[config.mk]
export PLATFORM = sky130hd
export DESIGN_NAME = can_phy_fault_status_flags
export DESIGN_NICKNAME = d
export VERILOG_FILES = /design/src/logic/fault_flags_pkg.sv /design/src/logic/can_phy_fault_status_flags.sv
export VERILOG_INCLUDE_DIRS = /design/src /design/src/logic
export SDC_FILE = /design/constraint.sdc
export NUM_CORES = 1
export LEC_CHECK = 0
export BUFFER_PORTS_ARGS = -buffer_cell sky130_fd_sc_hd__buf_2
export CORE_MARGIN = 1
export CORE_UTILIZATION = 65
export CTS_CLUSTER_DIAMETER = 200
export DETAILED_ROUTE_END_ITERATION = 12
export HOLD_SLACK_MARGIN = 0.1
export PLACE_DENSITY = 0.93
export SYNTH_ARGS = -nofsm -noshare
export SYNTH_HDL_FRONTEND = slang
export SYNTH_SLANG_ARGS = --single-unit
[constraint.sdc]
create_clock -name core_clk -period 4.5 [get_ports core_clk]
set_input_delay 0.45 -clock core_clk [delete_from_list [all_inputs] [get_ports core_clk]]
set_output_delay 0.45 -clock core_clk [all_outputs]
set_load 0.01 [all_outputs]
[src/logic/fault_flags_defs.svh]
`ifndef FAULT_FLAGS_DEFS_SVH
`define FAULT_FLAGS_DEFS_SVH
// What this block does
// io supply low flag: set below falling, clear above rising or on wake
// battery low flag is internal; recovery above rising counts as cold start
// bus short flag needs fault on four tx releases; reported in normal only
// bus short flag clears leaving normal or after four clean releases
// tx low on entering active mode clamps driver off; receiver stays on
// tx held dominant past limit time disables driver until cleared
// tx timeout clears on rx low with tx high, or tx high plus mode change other than into silent
// tx and rx shorted past limit time disables driver until cleared
// local faults reach fault output only on entering silent from normal
// bus stuck dominant flag keeps driver on; clears on rx high or mode change not into silent
// overtemp disables driver; clears when cool with rx low, tx high, or mode change not into silent
// going to go-to-sleep is held off while wake request flag is set
// first wake source is latched until its flag clears
// wake source shown on fault output only in normal, until cleared
// cold start sets power-up flag; shown entering silent from standby/sleep
// power-up flag clears on entering normal
// all indications are ORed onto the low-active fault output; rx shows wake
// in normal, local wake shows fault low, remote wake shows fault high
// any mode change but normal to silent clears local fault indication
// filter and timeout lengths count ticks of a free-running timebase

// clock and timebase
`define CLK_PERIOD_NS 20
`define TICK_PERIOD_NS 1000
`define TICK_DIV ((`TICK_PERIOD_NS + `CLK_PERIOD_NS - 1) / `CLK_PERIOD_NS)
// filter and timeout times, microseconds
`define TX_DOM_LIMIT_US 1200
`define BUS_DOM_LIMIT_US 1200
`define UV_FILTER_US 100
`define US_TO_TICKS(t) (((t) * 1000) / `TICK_PERIOD_NS)
// edge counts for bus short set/clear and wake source clear
`define CBF_EDGES 3'h4
`define WSR_EDGES 3'h4
// timer channel indices
`define TMR_TX_DOM 0
`define TMR_TX_RX 1
`define TMR_BUS_DOM 2
`define TMR_IO_UV 3
`define TMR_NUM 4
// reset values of the cold start related flags
`define COLD_START_RST 1'h1
`define WAKE_REQ_RST 1'h1
`define WAKE_SRC_RST 1'h1
`define WAKE_LOCAL_RST 1'h1
`endif

[src/logic/fault_flags_pkg.sv]
package fault_flags_pkg;
   // operating modes
   typedef enum logic [2:0] {
      MODE_NORMAL,
      MODE_SILENT,
      MODE_STANDBY,
      MODE_GO_SLEEP,
      MODE_SLEEP
   } mode_t;

   // analog detector levels and pins from outside the clock domain
   typedef struct packed {
      logic txd;         // tx pin, high is recessive
      logic bus_dom;     // bus receiver sees dominant
      logic bus_short;   // bus short comparator
      logic tx_rx_short; // tx and rx pins tied together
      logic ot_hot;      // junction above shutdown threshold
      logic ot_cool;     // junction below release threshold
      logic io_low;      // io supply below falling threshold
      logic io_ok;       // io supply above rising threshold
      logic bat_low;     // battery below falling threshold
      logic bat_ok;      // battery above rising threshold
   } analog_in_t;

   // status flags
   typedef struct packed {
      logic io_supply_low_flag;
      logic battery_supply_low_flag;
      logic bus_short_flag;
      logic tx_clamped_flag;
      logic tx_dominant_timeout_flag;
      logic tx_rx_short_flag;
      logic bus_stuck_dominant_flag;
      logic overtemp_flag;
      logic cold_start_flag;
      logic wake_request_flag;
      logic wake_source_flag;
   } flags_t;
endpackage : fault_flags_pkg

[src/logic/can_phy_fault_status_flags.sv]
`timescale 1ns/1ns
`include "fault_flags_defs.svh"
module can_phy_fault_status_flags
   import fault_flags_pkg::*;
#(
   parameter int TW = 16,
   parameter int TICK_DIV = `TICK_DIV,
   parameter int TX_DOM_TICKS = `US_TO_TICKS(`TX_DOM_LIMIT_US),
   parameter int BUS_DOM_TICKS = `US_TO_TICKS(`BUS_DOM_LIMIT_US),
   parameter int UV_TICKS = `US_TO_TICKS(`UV_FILTER_US)
) (
   input wire logic core_clk,
   input wire logic resetn,
   input wire mode_t mode_req,
   input wire analog_in_t raw_in,
   input wire logic local_wake_evt,
   input wire logic remote_wake_evt,
   output mode_t mode,
   output logic fault_out_n,
   output logic rxd_out,
   output logic bus_drive_dominant,
   output logic bus_driver_en,
   output logic wake_src_local,
   output flags_t flags
);

   // two-stage synchroniser for all outside levels
   analog_in_t sync1_q;
   analog_in_t sync2_q;
   always_ff @(posedge core_clk) begin
      sync1_q <= raw_in;
      sync2_q <= sync1_q;
   end

   // free-running timebase divider
   logic [TW-1:0] div_q;
   logic [TW-1:0] div_d;
   logic tick;
   always_comb begin
      tick = (div_q == TW'(TICK_DIV - 1));
      div_d = tick ? '0 : div_q + 1'b1;
      if (!resetn) begin
         div_d = '0;
      end
   end
   always_ff @(posedge core_clk) begin
      div_q <= div_d;
   end

   // state registered by the main process
   mode_t mode_q;
   mode_t mode_d;
   flags_t fl_q;
   flags_t fl_d;
   logic local_q, local_d;
   logic [2:0] bad_q, bad_d;
   logic [2:0] good_q, good_d;
   logic seen_q, seen_d;
   logic [2:0] wsr_q, wsr_d;
   logic txd_prev_q, txd_prev_d;
   logic local_rep_q, local_rep_d;
   logic cold_rep_q, cold_rep_d;
   logic fault_n_q, fault_n_d;
   logic rxd_q, rxd_d;
   logic drv_dom_q, drv_dom_d;
   logic drv_en_q, drv_en_d;

   // filtered durations, one tick counter per channel
   logic [`TMR_NUM-1:0] tmr_cond;
   logic [`TMR_NUM-1:0] tmr_hit;
   logic [TW-1:0] tmr_lim [`TMR_NUM];
   assign tmr_cond[`TMR_TX_DOM] = !sync2_q.txd && mode_q == MODE_NORMAL;
   assign tmr_cond[`TMR_TX_RX] = sync2_q.tx_rx_short;
   assign tmr_cond[`TMR_BUS_DOM] = sync2_q.bus_dom;
   assign tmr_cond[`TMR_IO_UV] = sync2_q.io_low;
   assign tmr_lim[`TMR_TX_DOM] = TW'(TX_DOM_TICKS);
   assign tmr_lim[`TMR_TX_RX] = TW'(TX_DOM_TICKS);
   assign tmr_lim[`TMR_BUS_DOM] = TW'(BUS_DOM_TICKS);
   assign tmr_lim[`TMR_IO_UV] = TW'(UV_TICKS);

   genvar g;
   generate
      for (g = 0; g < `TMR_NUM; g++) begin : g_tmr
         logic [TW-1:0] cnt_q;
         logic [TW-1:0] cnt_d;
         // count ticks while the condition holds, saturate at the limit
         always_comb begin
            cnt_d = cnt_q;
            if (!tmr_cond[g] || !resetn) begin
               cnt_d = '0;
            end else if (tick && cnt_q != tmr_lim[g]) begin
               cnt_d = cnt_q + 1'b1;
            end
         end
         always_ff @(posedge core_clk) begin
            cnt_q <= cnt_d;
         end
         assign tmr_hit[g] = tmr_cond[g] && cnt_q == tmr_lim[g];
      end
   endgenerate

   // mode and edge events
   logic changed, into_quiet, enter_norm, leave_norm;
   logic norm_to_sil, low_to_sil, txd_rise, txd_fall;
   logic cold_evt, wake_evt, low_mode, io_uv_set, any_local, fault;
   always_comb begin
      mode_d = mode_req;
      if (mode_req == MODE_GO_SLEEP && mode_q != MODE_GO_SLEEP &&
          fl_q.wake_request_flag) begin
         mode_d = mode_q;
      end
      if (!resetn) begin
         mode_d = MODE_STANDBY;
      end
      changed = mode_d != mode_q;
      into_quiet = changed && mode_d != MODE_SILENT;
      enter_norm = changed && mode_d == MODE_NORMAL;
      leave_norm = changed && mode_q == MODE_NORMAL;
      norm_to_sil = leave_norm && mode_d == MODE_SILENT;
      low_to_sil = changed && mode_d == MODE_SILENT &&
                   (mode_q == MODE_STANDBY || mode_q == MODE_SLEEP);
      txd_rise = sync2_q.txd && !txd_prev_q;
      txd_fall = !sync2_q.txd && txd_prev_q;
      low_mode = mode_q == MODE_STANDBY || mode_q == MODE_GO_SLEEP ||
                 mode_q == MODE_SLEEP;
      cold_evt = fl_q.battery_supply_low_flag && sync2_q.bat_ok;
      wake_evt = (low_mode && (local_wake_evt || remote_wake_evt)) ||
                 cold_evt;
      io_uv_set = tmr_hit[`TMR_IO_UV] && !fl_q.io_supply_low_flag;
   end

   // flag, indicator and output next values
   always_comb begin
      fl_d = fl_q;
      local_d = local_q;
      bad_d = bad_q;
      good_d = good_q;
      seen_d = seen_q;
      wsr_d = wsr_q;
      local_rep_d = local_rep_q;
      cold_rep_d = cold_rep_q;
      txd_prev_d = sync2_q.txd;

      // io supply: filtered set, clear on recovery or wake
      if (sync2_q.io_ok || wake_evt) begin
         fl_d.io_supply_low_flag = 1'b0;
      end
      if (io_uv_set) begin
         fl_d.io_supply_low_flag = 1'b1;
      end

      // battery: recovery raises power-up, wake request and local source
      if (sync2_q.bat_ok) begin
         fl_d.battery_supply_low_flag = 1'b0;
      end
      if (sync2_q.bat_low) begin
         fl_d.battery_supply_low_flag = 1'b1;
      end

      // wake request: cleared by normal or io undervoltage
      if (enter_norm || io_uv_set) begin
         fl_d.wake_request_flag = 1'b0;
      end
      if (wake_evt) begin
         fl_d.wake_request_flag = 1'b1;
      end

      // wake source: counts tx falls in normal, then clears
      if (mode_q == MODE_NORMAL && txd_fall && fl_q.wake_source_flag) begin
         wsr_d = wsr_q + 1'b1;
      end
      if (leave_norm || io_uv_set || wsr_d == `WSR_EDGES) begin
         fl_d.wake_source_flag = 1'b0;
         wsr_d = '0;
      end
      if (wake_evt && !fl_q.wake_source_flag) begin
         fl_d.wake_source_flag = 1'b1;
         local_d = cold_evt || local_wake_evt;
         wsr_d = '0;
      end

      // power-up flag
      if (enter_norm) begin
         fl_d.cold_start_flag = 1'b0;
      end
      if (cold_evt) begin
         fl_d.cold_start_flag = 1'b1;
      end

      // bus short: judge each tx dominant phase at its release
      if (!sync2_q.txd && sync2_q.bus_short) begin
         seen_d = 1'b1;
      end
      if (mode_q == MODE_NORMAL && txd_rise) begin
         seen_d = 1'b0;
         if (seen_q || sync2_q.bus_short) begin
            good_d = '0;
            bad_d = (bad_q == `CBF_EDGES) ? bad_q : bad_q + 1'b1;
         end else begin
            bad_d = '0;
            good_d = (good_q == `CBF_EDGES) ? good_q : good_q + 1'b1;
         end
      end
      if (good_d == `CBF_EDGES) begin
         fl_d.bus_short_flag = 1'b0;
      end
      if (bad_d == `CBF_EDGES) begin
         fl_d.bus_short_flag = 1'b1;
      end
      if (mode_q != MODE_NORMAL || leave_norm) begin
         fl_d.bus_short_flag = 1'b0;
         bad_d = '0;
         good_d = '0;
         seen_d = 1'b0;
      end

      // tx clamp: sampled on entry into active mode
      any_local = fl_q.tx_dominant_timeout_flag || fl_q.tx_rx_short_flag ||
                  fl_q.overtemp_flag;
      if ((enter_norm && sync2_q.txd) ||
          (sync2_q.txd && sync2_q.bus_dom && !any_local)) begin
         fl_d.tx_clamped_flag = 1'b0;
      end
      if (enter_norm && !sync2_q.txd) begin
         fl_d.tx_clamped_flag = 1'b1;
      end

      // tx dominant timeout
      if (sync2_q.txd && (sync2_q.bus_dom || into_quiet)) begin
         fl_d.tx_dominant_timeout_flag = 1'b0;
      end
      if (tmr_hit[`TMR_TX_DOM]) begin
         fl_d.tx_dominant_timeout_flag = 1'b1;
      end

      // tx to rx short
      if ((sync2_q.txd && sync2_q.bus_dom) || into_quiet) begin
         fl_d.tx_rx_short_flag = 1'b0;
      end
      if (tmr_hit[`TMR_TX_RX]) begin
         fl_d.tx_rx_short_flag = 1'b1;
      end

      // bus stuck dominant
      if (!sync2_q.bus_dom || into_quiet) begin
         fl_d.bus_stuck_dominant_flag = 1'b0;
      end
      if (tmr_hit[`TMR_BUS_DOM]) begin
         fl_d.bus_stuck_dominant_flag = 1'b1;
      end

      // overtemperature
      if ((sync2_q.ot_cool && sync2_q.bus_dom && sync2_q.txd) ||
          into_quiet) begin
         fl_d.overtemp_flag = 1'b0;
      end
      if (sync2_q.ot_hot) begin
         fl_d.overtemp_flag = 1'b1;
      end

      // local fault indication latched only on normal to silent
      if (changed) begin
         local_rep_d = 1'b0;
      end
      if (norm_to_sil) begin
         local_rep_d = fl_d.tx_clamped_flag ||
                       fl_d.tx_dominant_timeout_flag ||
                       fl_d.tx_rx_short_flag ||
                       fl_d.bus_stuck_dominant_flag || fl_d.overtemp_flag;
      end

      // power-up indication on entry to silent from standby or sleep
      if (changed) begin
         cold_rep_d = 1'b0;
      end
      if (low_to_sil && fl_d.cold_start_flag) begin
         cold_rep_d = 1'b1;
      end

      if (!resetn) begin
         fl_d = '0;
         fl_d.cold_start_flag = `COLD_START_RST;
         fl_d.wake_request_flag = `WAKE_REQ_RST;
         fl_d.wake_source_flag = `WAKE_SRC_RST;
         local_d = `WAKE_LOCAL_RST;
         bad_d = '0;
         good_d = '0;
         seen_d = 1'b0;
         wsr_d = '0;
         txd_prev_d = 1'b1;
         local_rep_d = 1'b0;
         cold_rep_d = 1'b0;
      end

      // fault output: OR of every indication
      fault = (mode_d == MODE_NORMAL && fl_d.bus_short_flag) ||
              (mode_d == MODE_NORMAL && fl_d.wake_source_flag &&
               local_d) ||
              local_rep_d || cold_rep_d;
      fault_n_d = !fault;

      // driver gating by the disabling faults
      drv_en_d = mode_d == MODE_NORMAL && !fl_d.tx_clamped_flag &&
                 !fl_d.tx_dominant_timeout_flag &&
                 !fl_d.tx_rx_short_flag && !fl_d.overtemp_flag;
      drv_dom_d = drv_en_d && !sync2_q.txd;

      // receive output mirrors bus, or shows wake in low power modes
      if (mode_d == MODE_NORMAL || mode_d == MODE_SILENT) begin
         rxd_d = !sync2_q.bus_dom;
      end else begin
         rxd_d = !fl_d.wake_request_flag;
      end
      if (!resetn) begin
         fault_n_d = 1'b1;
         drv_en_d = 1'b0;
         drv_dom_d = 1'b0;
         rxd_d = 1'b1;
      end
   end

   // register all state
   always_ff @(posedge core_clk) begin
      mode_q <= mode_d;
      fl_q <= fl_d;
      local_q <= local_d;
      bad_q <= bad_d;
      good_q <= good_d;
      seen_q <= seen_d;
      wsr_q <= wsr_d;
      txd_prev_q <= txd_prev_d;
      local_rep_q <= local_rep_d;
      cold_rep_q <= cold_rep_d;
      fault_n_q <= fault_n_d;
      rxd_q <= rxd_d;
      drv_dom_q <= drv_dom_d;
      drv_en_q <= drv_en_d;
   end

   // outputs straight from flip-flops
   assign mode = mode_q;
   assign flags = fl_q;
   assign wake_src_local = local_q;
   assign fault_out_n = fault_n_q;
   assign rxd_out = rxd_q;
   assign bus_drive_dominant = drv_dom_q;
   assign bus_driver_en = drv_en_q;

endmodule : can_phy_fault_status_flags

==> results.py <==
metrics = {
    "yosys": {
        "netlist_area_um2": 5709,
        "synth_mux_area_share_pct": 1.096,
        "ys_ff_latch": 132,
        "synth_compound_area_share_pct": 8.810,
        "synth.distinct_cells": 58,
        "netlist_instances": 645,
        "yosys_warnings": 0,
        "yosys-top-cells-count": "dfxtp_1, nor2_1, nand2_1",
        "synth_edf_count": 0,
        "synth_fa_ha_area_share_pct": 3.287,
        "synth-seq-area-share_pct": 46.29,
        "synth_top_cell_by_area": "dfxtp_1",
        "synth_top_family_by_area": "simple AND/OR/NAND/NOR gates",
        "synth.area.top_cells": "dfxtp_1, nor2_1, xor2_1, xnor2_1, ha_1",
        "avgSynthCellArea_um2": 8.852,
        "synth_most_common_cell": "dfxtp_1",
        "synth_xor_area_share_pct": 9.972,
        "async_flop_share_pct": 0,
        "ys.flop_type": "dfxtp_1",
        "yosys.area_share.simple_pct": 27.33,
        "synth_largest_type_area_fraction_pct": 46.29,
        "syn-num-nets": 677,
    },
    "placed_design": {
        "placement.io_buffers": 35,
        "dp_cells": 768,
        "routabilityCongestion": 0.8311,
        "dp_hpwl_um": 8468,
    },
    "layout": {
        "area_delta_synth_final_pct": 16.87,
        "register_area_um2": 2643,
        "n_antenna_cell": 0,
        "drive_above_1_share_pct": 10.23,
        "finalCoreUtilization_pct": 80.00,
        "n_fill_cell": 505,
        "multi_input_area_um2": 2883,
        "instances_no_fill": 809,
        "nNetsFinal": 724,
    },
    "floorplan": {
        "die_y_um": 95.72,
        "fp-row-count": 33,
        "core-area_um2": 8341,
        "start_util_pct": 68.45,
        "dieArea_um2": 9162,
        "die_w_um": 95.72,
        "io_pins": 36,
    },
    "setup_path": {
        "r2r_slack_ns": 1.53,
        "cpPeakStageDelay_ns": 0.67,
        "critPathArrivalTime_ns": 3.43,
        "ff2ff_path_depth": 7,
        "path_class": "flop to flop",
        "cp_top_family": "simple AND/OR/NAND/NOR gates",
        "crit_path_end_kind": "flop",
        "cp_max_fo": 10,
        "required_ns": 4.96,
        "cp_slowest_cell": "nor2b_1",
        "reg2reg_to": "g_tmr[1].cnt_q[14]",
        "r2r_start": "div_q[0]",
        "crit_path_start_kind": "flop",
        "crit_buf_inv": 0,
        "path_cells": "ha_1 > nor4b_1 > and4_1 > nor2b_1 > nand4_1 > or3_1 > a21oi_1",
    },
    "status": {
        "status": "finished, final reports clean",
    },
    "clock_network": {
        "clkTransAtPathRegs_ns": 0.06,
        "cts_tree": "built",
        "cts-root-buf": "clkbuf_8",
        "cts_setup_buffers": 0,
        "cts_buffers": 17,
        "cts.sinks": 132,
        "insertion_delay_ns": 0.54,
        "clockBufferDepth": 2,
        "cts_hold_buf": 10,
        "htreeDepth": 4,
        "postCtsResizedCells": 0,
    },
    "sta": {
        "setup_viol": 0,
        "relSlewSlack_pct": 50.27,
        "finalCriticalPeriod_ns": 2.973,
        "worstMarginPinSlew_ns": 0.7444,
        "clock_skew_ns": 0.01038,
        "hold_viol_final": 0,
        "fin_tns_setup_ns": 0,
        "fin_crit_sh_pct": 66.08,
        "fmax_ghz": 0.3363,
        "timing.final.max_slew_violations": 0,
        "rsz0062_at_grt": "no",
    },
    "power_and_ir_drop": {
        "p_leak_uw": 0.002458,
        "power_density_nw_per_um2": 417.1,
        "combPwrFrac_pct": 3.3,
        "vdd_drop_max_v": 0.0003330,
        "clockPowerShare_pct": 53.4,
        "p_sw_share_pct": 21.24,
        "seqPwrFrac_pct": 43.3,
        "power.internal_uw": 2192,
        "p_sw_uw": 591.1,
    },
    "route": {
        "avgViaCountPerCell": 6.035,
        "drc": 0,
        "routed_wl_um": 13300,
        "first_iter_violations": 320,
        "drt_pass1_iterations": 6,
        "ant_nets": 0,
        "via_count": 4882,
        "wire_per_inst_um": 16.44,
    },
    "global_route": {
        "grt_pass1_wl_um": 21680,
        "antenna_found_initial": 0,
        "grt_max_degree": 32,
        "grt_pass1_vias": 4712,
        "grt_overflow": 0,
        "track_usage_pct": 30.99,
    },
    "hold_path": {
        "worstHoldPathCells": 3,
        "hold_path.class": "input pin to flop",
        "min_to": "mode[1]",
        "min-delay-start": "mode_req[1]",
    },
    "job": {
        "cap_violations": 0,
    },
}
## power by group through the flow
stage / sequential (uW) / clock, uW / combinational (uW)
finish: 1210 / 1490 / 90.5
global route: 1210 / 1540 / 98.5
CTS: 1200 / 1490 / 88.7
detailed placement: 1230 / 0 / 80.0
global placement: 1230 / 0 / 76.6
floorplan: 1230 / 0 / 55.1
## sequential cells by signal, indices dropped and copies added, names as in the netlist, 3 cells and up
signal / flops
g_tmr.cnt_q: 64
div_q: 16
flags: 11
sync1_q: 10
sync2_q: 10
bad_q: 3
good_q: 3
mode: 3
wsr_q: 3
## cells in the final DEF (no fill, tap or decap), drive strengths merged, types with 6 or more instances in the layout
cell type | Yosys | routed
nor4b | 10 | 10
and3 | 17 | 17
buf | 5 | 35
nand4 | 20 | 20
nor4 | 6 | 6
a21oi | 28 | 28
o21ai | 19 | 19
dlygate4sd3 | 0 | 10
or3 | 15 | 15
dfxtp | 132 | 132
ha | 15 | 15
nor3 | 12 | 12
nand2 | 44 | 44
xnor2 | 29 | 29
xor2 | 36 | 36
and4 | 6 | 6
and2 | 6 | 6
nand3 | 34 | 34
nor2b | 11 | 11
clkbuf | 12 | 19
nor2 | 101 | 101
inv | 29 | 31
## worst min-delay path, stage by stage
cell,delay (ns)
buf_2,0.15
o21ai_0,0.08
nand2_1,0.05
## area by class of cell
cell class	instances	area share, %
Clock inverter	12	3.000
Clock buffer	19	6.469
Tap cell	105	1.969
Sequential cell	132	39.60
Timing Repair Buffer	45	4.125
Inverter	29	1.631
Multi-Input combinational cell	467	43.20
## cell families after synthesis
family | Yosys count
and+or+nand+nor | 301
muxes | 6
AOI/OAI and AO/OA | 80
DFF | 132
buffers and inverters | 46
xor gates and xnor gates | 65
adders and majority gates | 15
## metrics by stage
step           cell area, um^2  setup slack (ns)  power [uW]  hold WS, ns
2_1_floorplan             5709             2.146        1281       0.3096
3_3_place_gp              5941             1.878        1305       0.3116
3_5_place_dp              5941             1.679        1310       0.3143
4_1_cts                   6673             1.539        2785       0.2302
5_1_grt                   6673             1.340        2846       0.2501
6_report                  6673             1.527        2783       0.2409
## routing by layer
| metal | part of all wire (%) | global-route usage [%] |
|---|---|---|
| met5 | 0 | 0 |
| met2 | 49 | 52.44 |
| met4 | 3.3 | 14.93 |
| met3 | 6.0 | 9.163 |
| met1 | 42 | 35.85 |
## how the worst max path moves through the flow
stage	start	end	slack (ns)	cells past startpoint
after floorplan	mode[2]	fault_out_n	2.15	10
after global placement	div_q[0]	g_tmr[1].cnt_q[14]	1.88	7
after detailed placement	div_q[0]	g_tmr[1].cnt_q[14]	1.68	7
after global routing	div_q[0]	g_tmr[1].cnt_q[14]	1.34	7
final	div_q[0]	g_tmr[1].cnt_q[14]	1.53	7
after CTS	div_q[0]	g_tmr[1].cnt_q[14]	1.54	7
(Power assumes the default switching activity.)
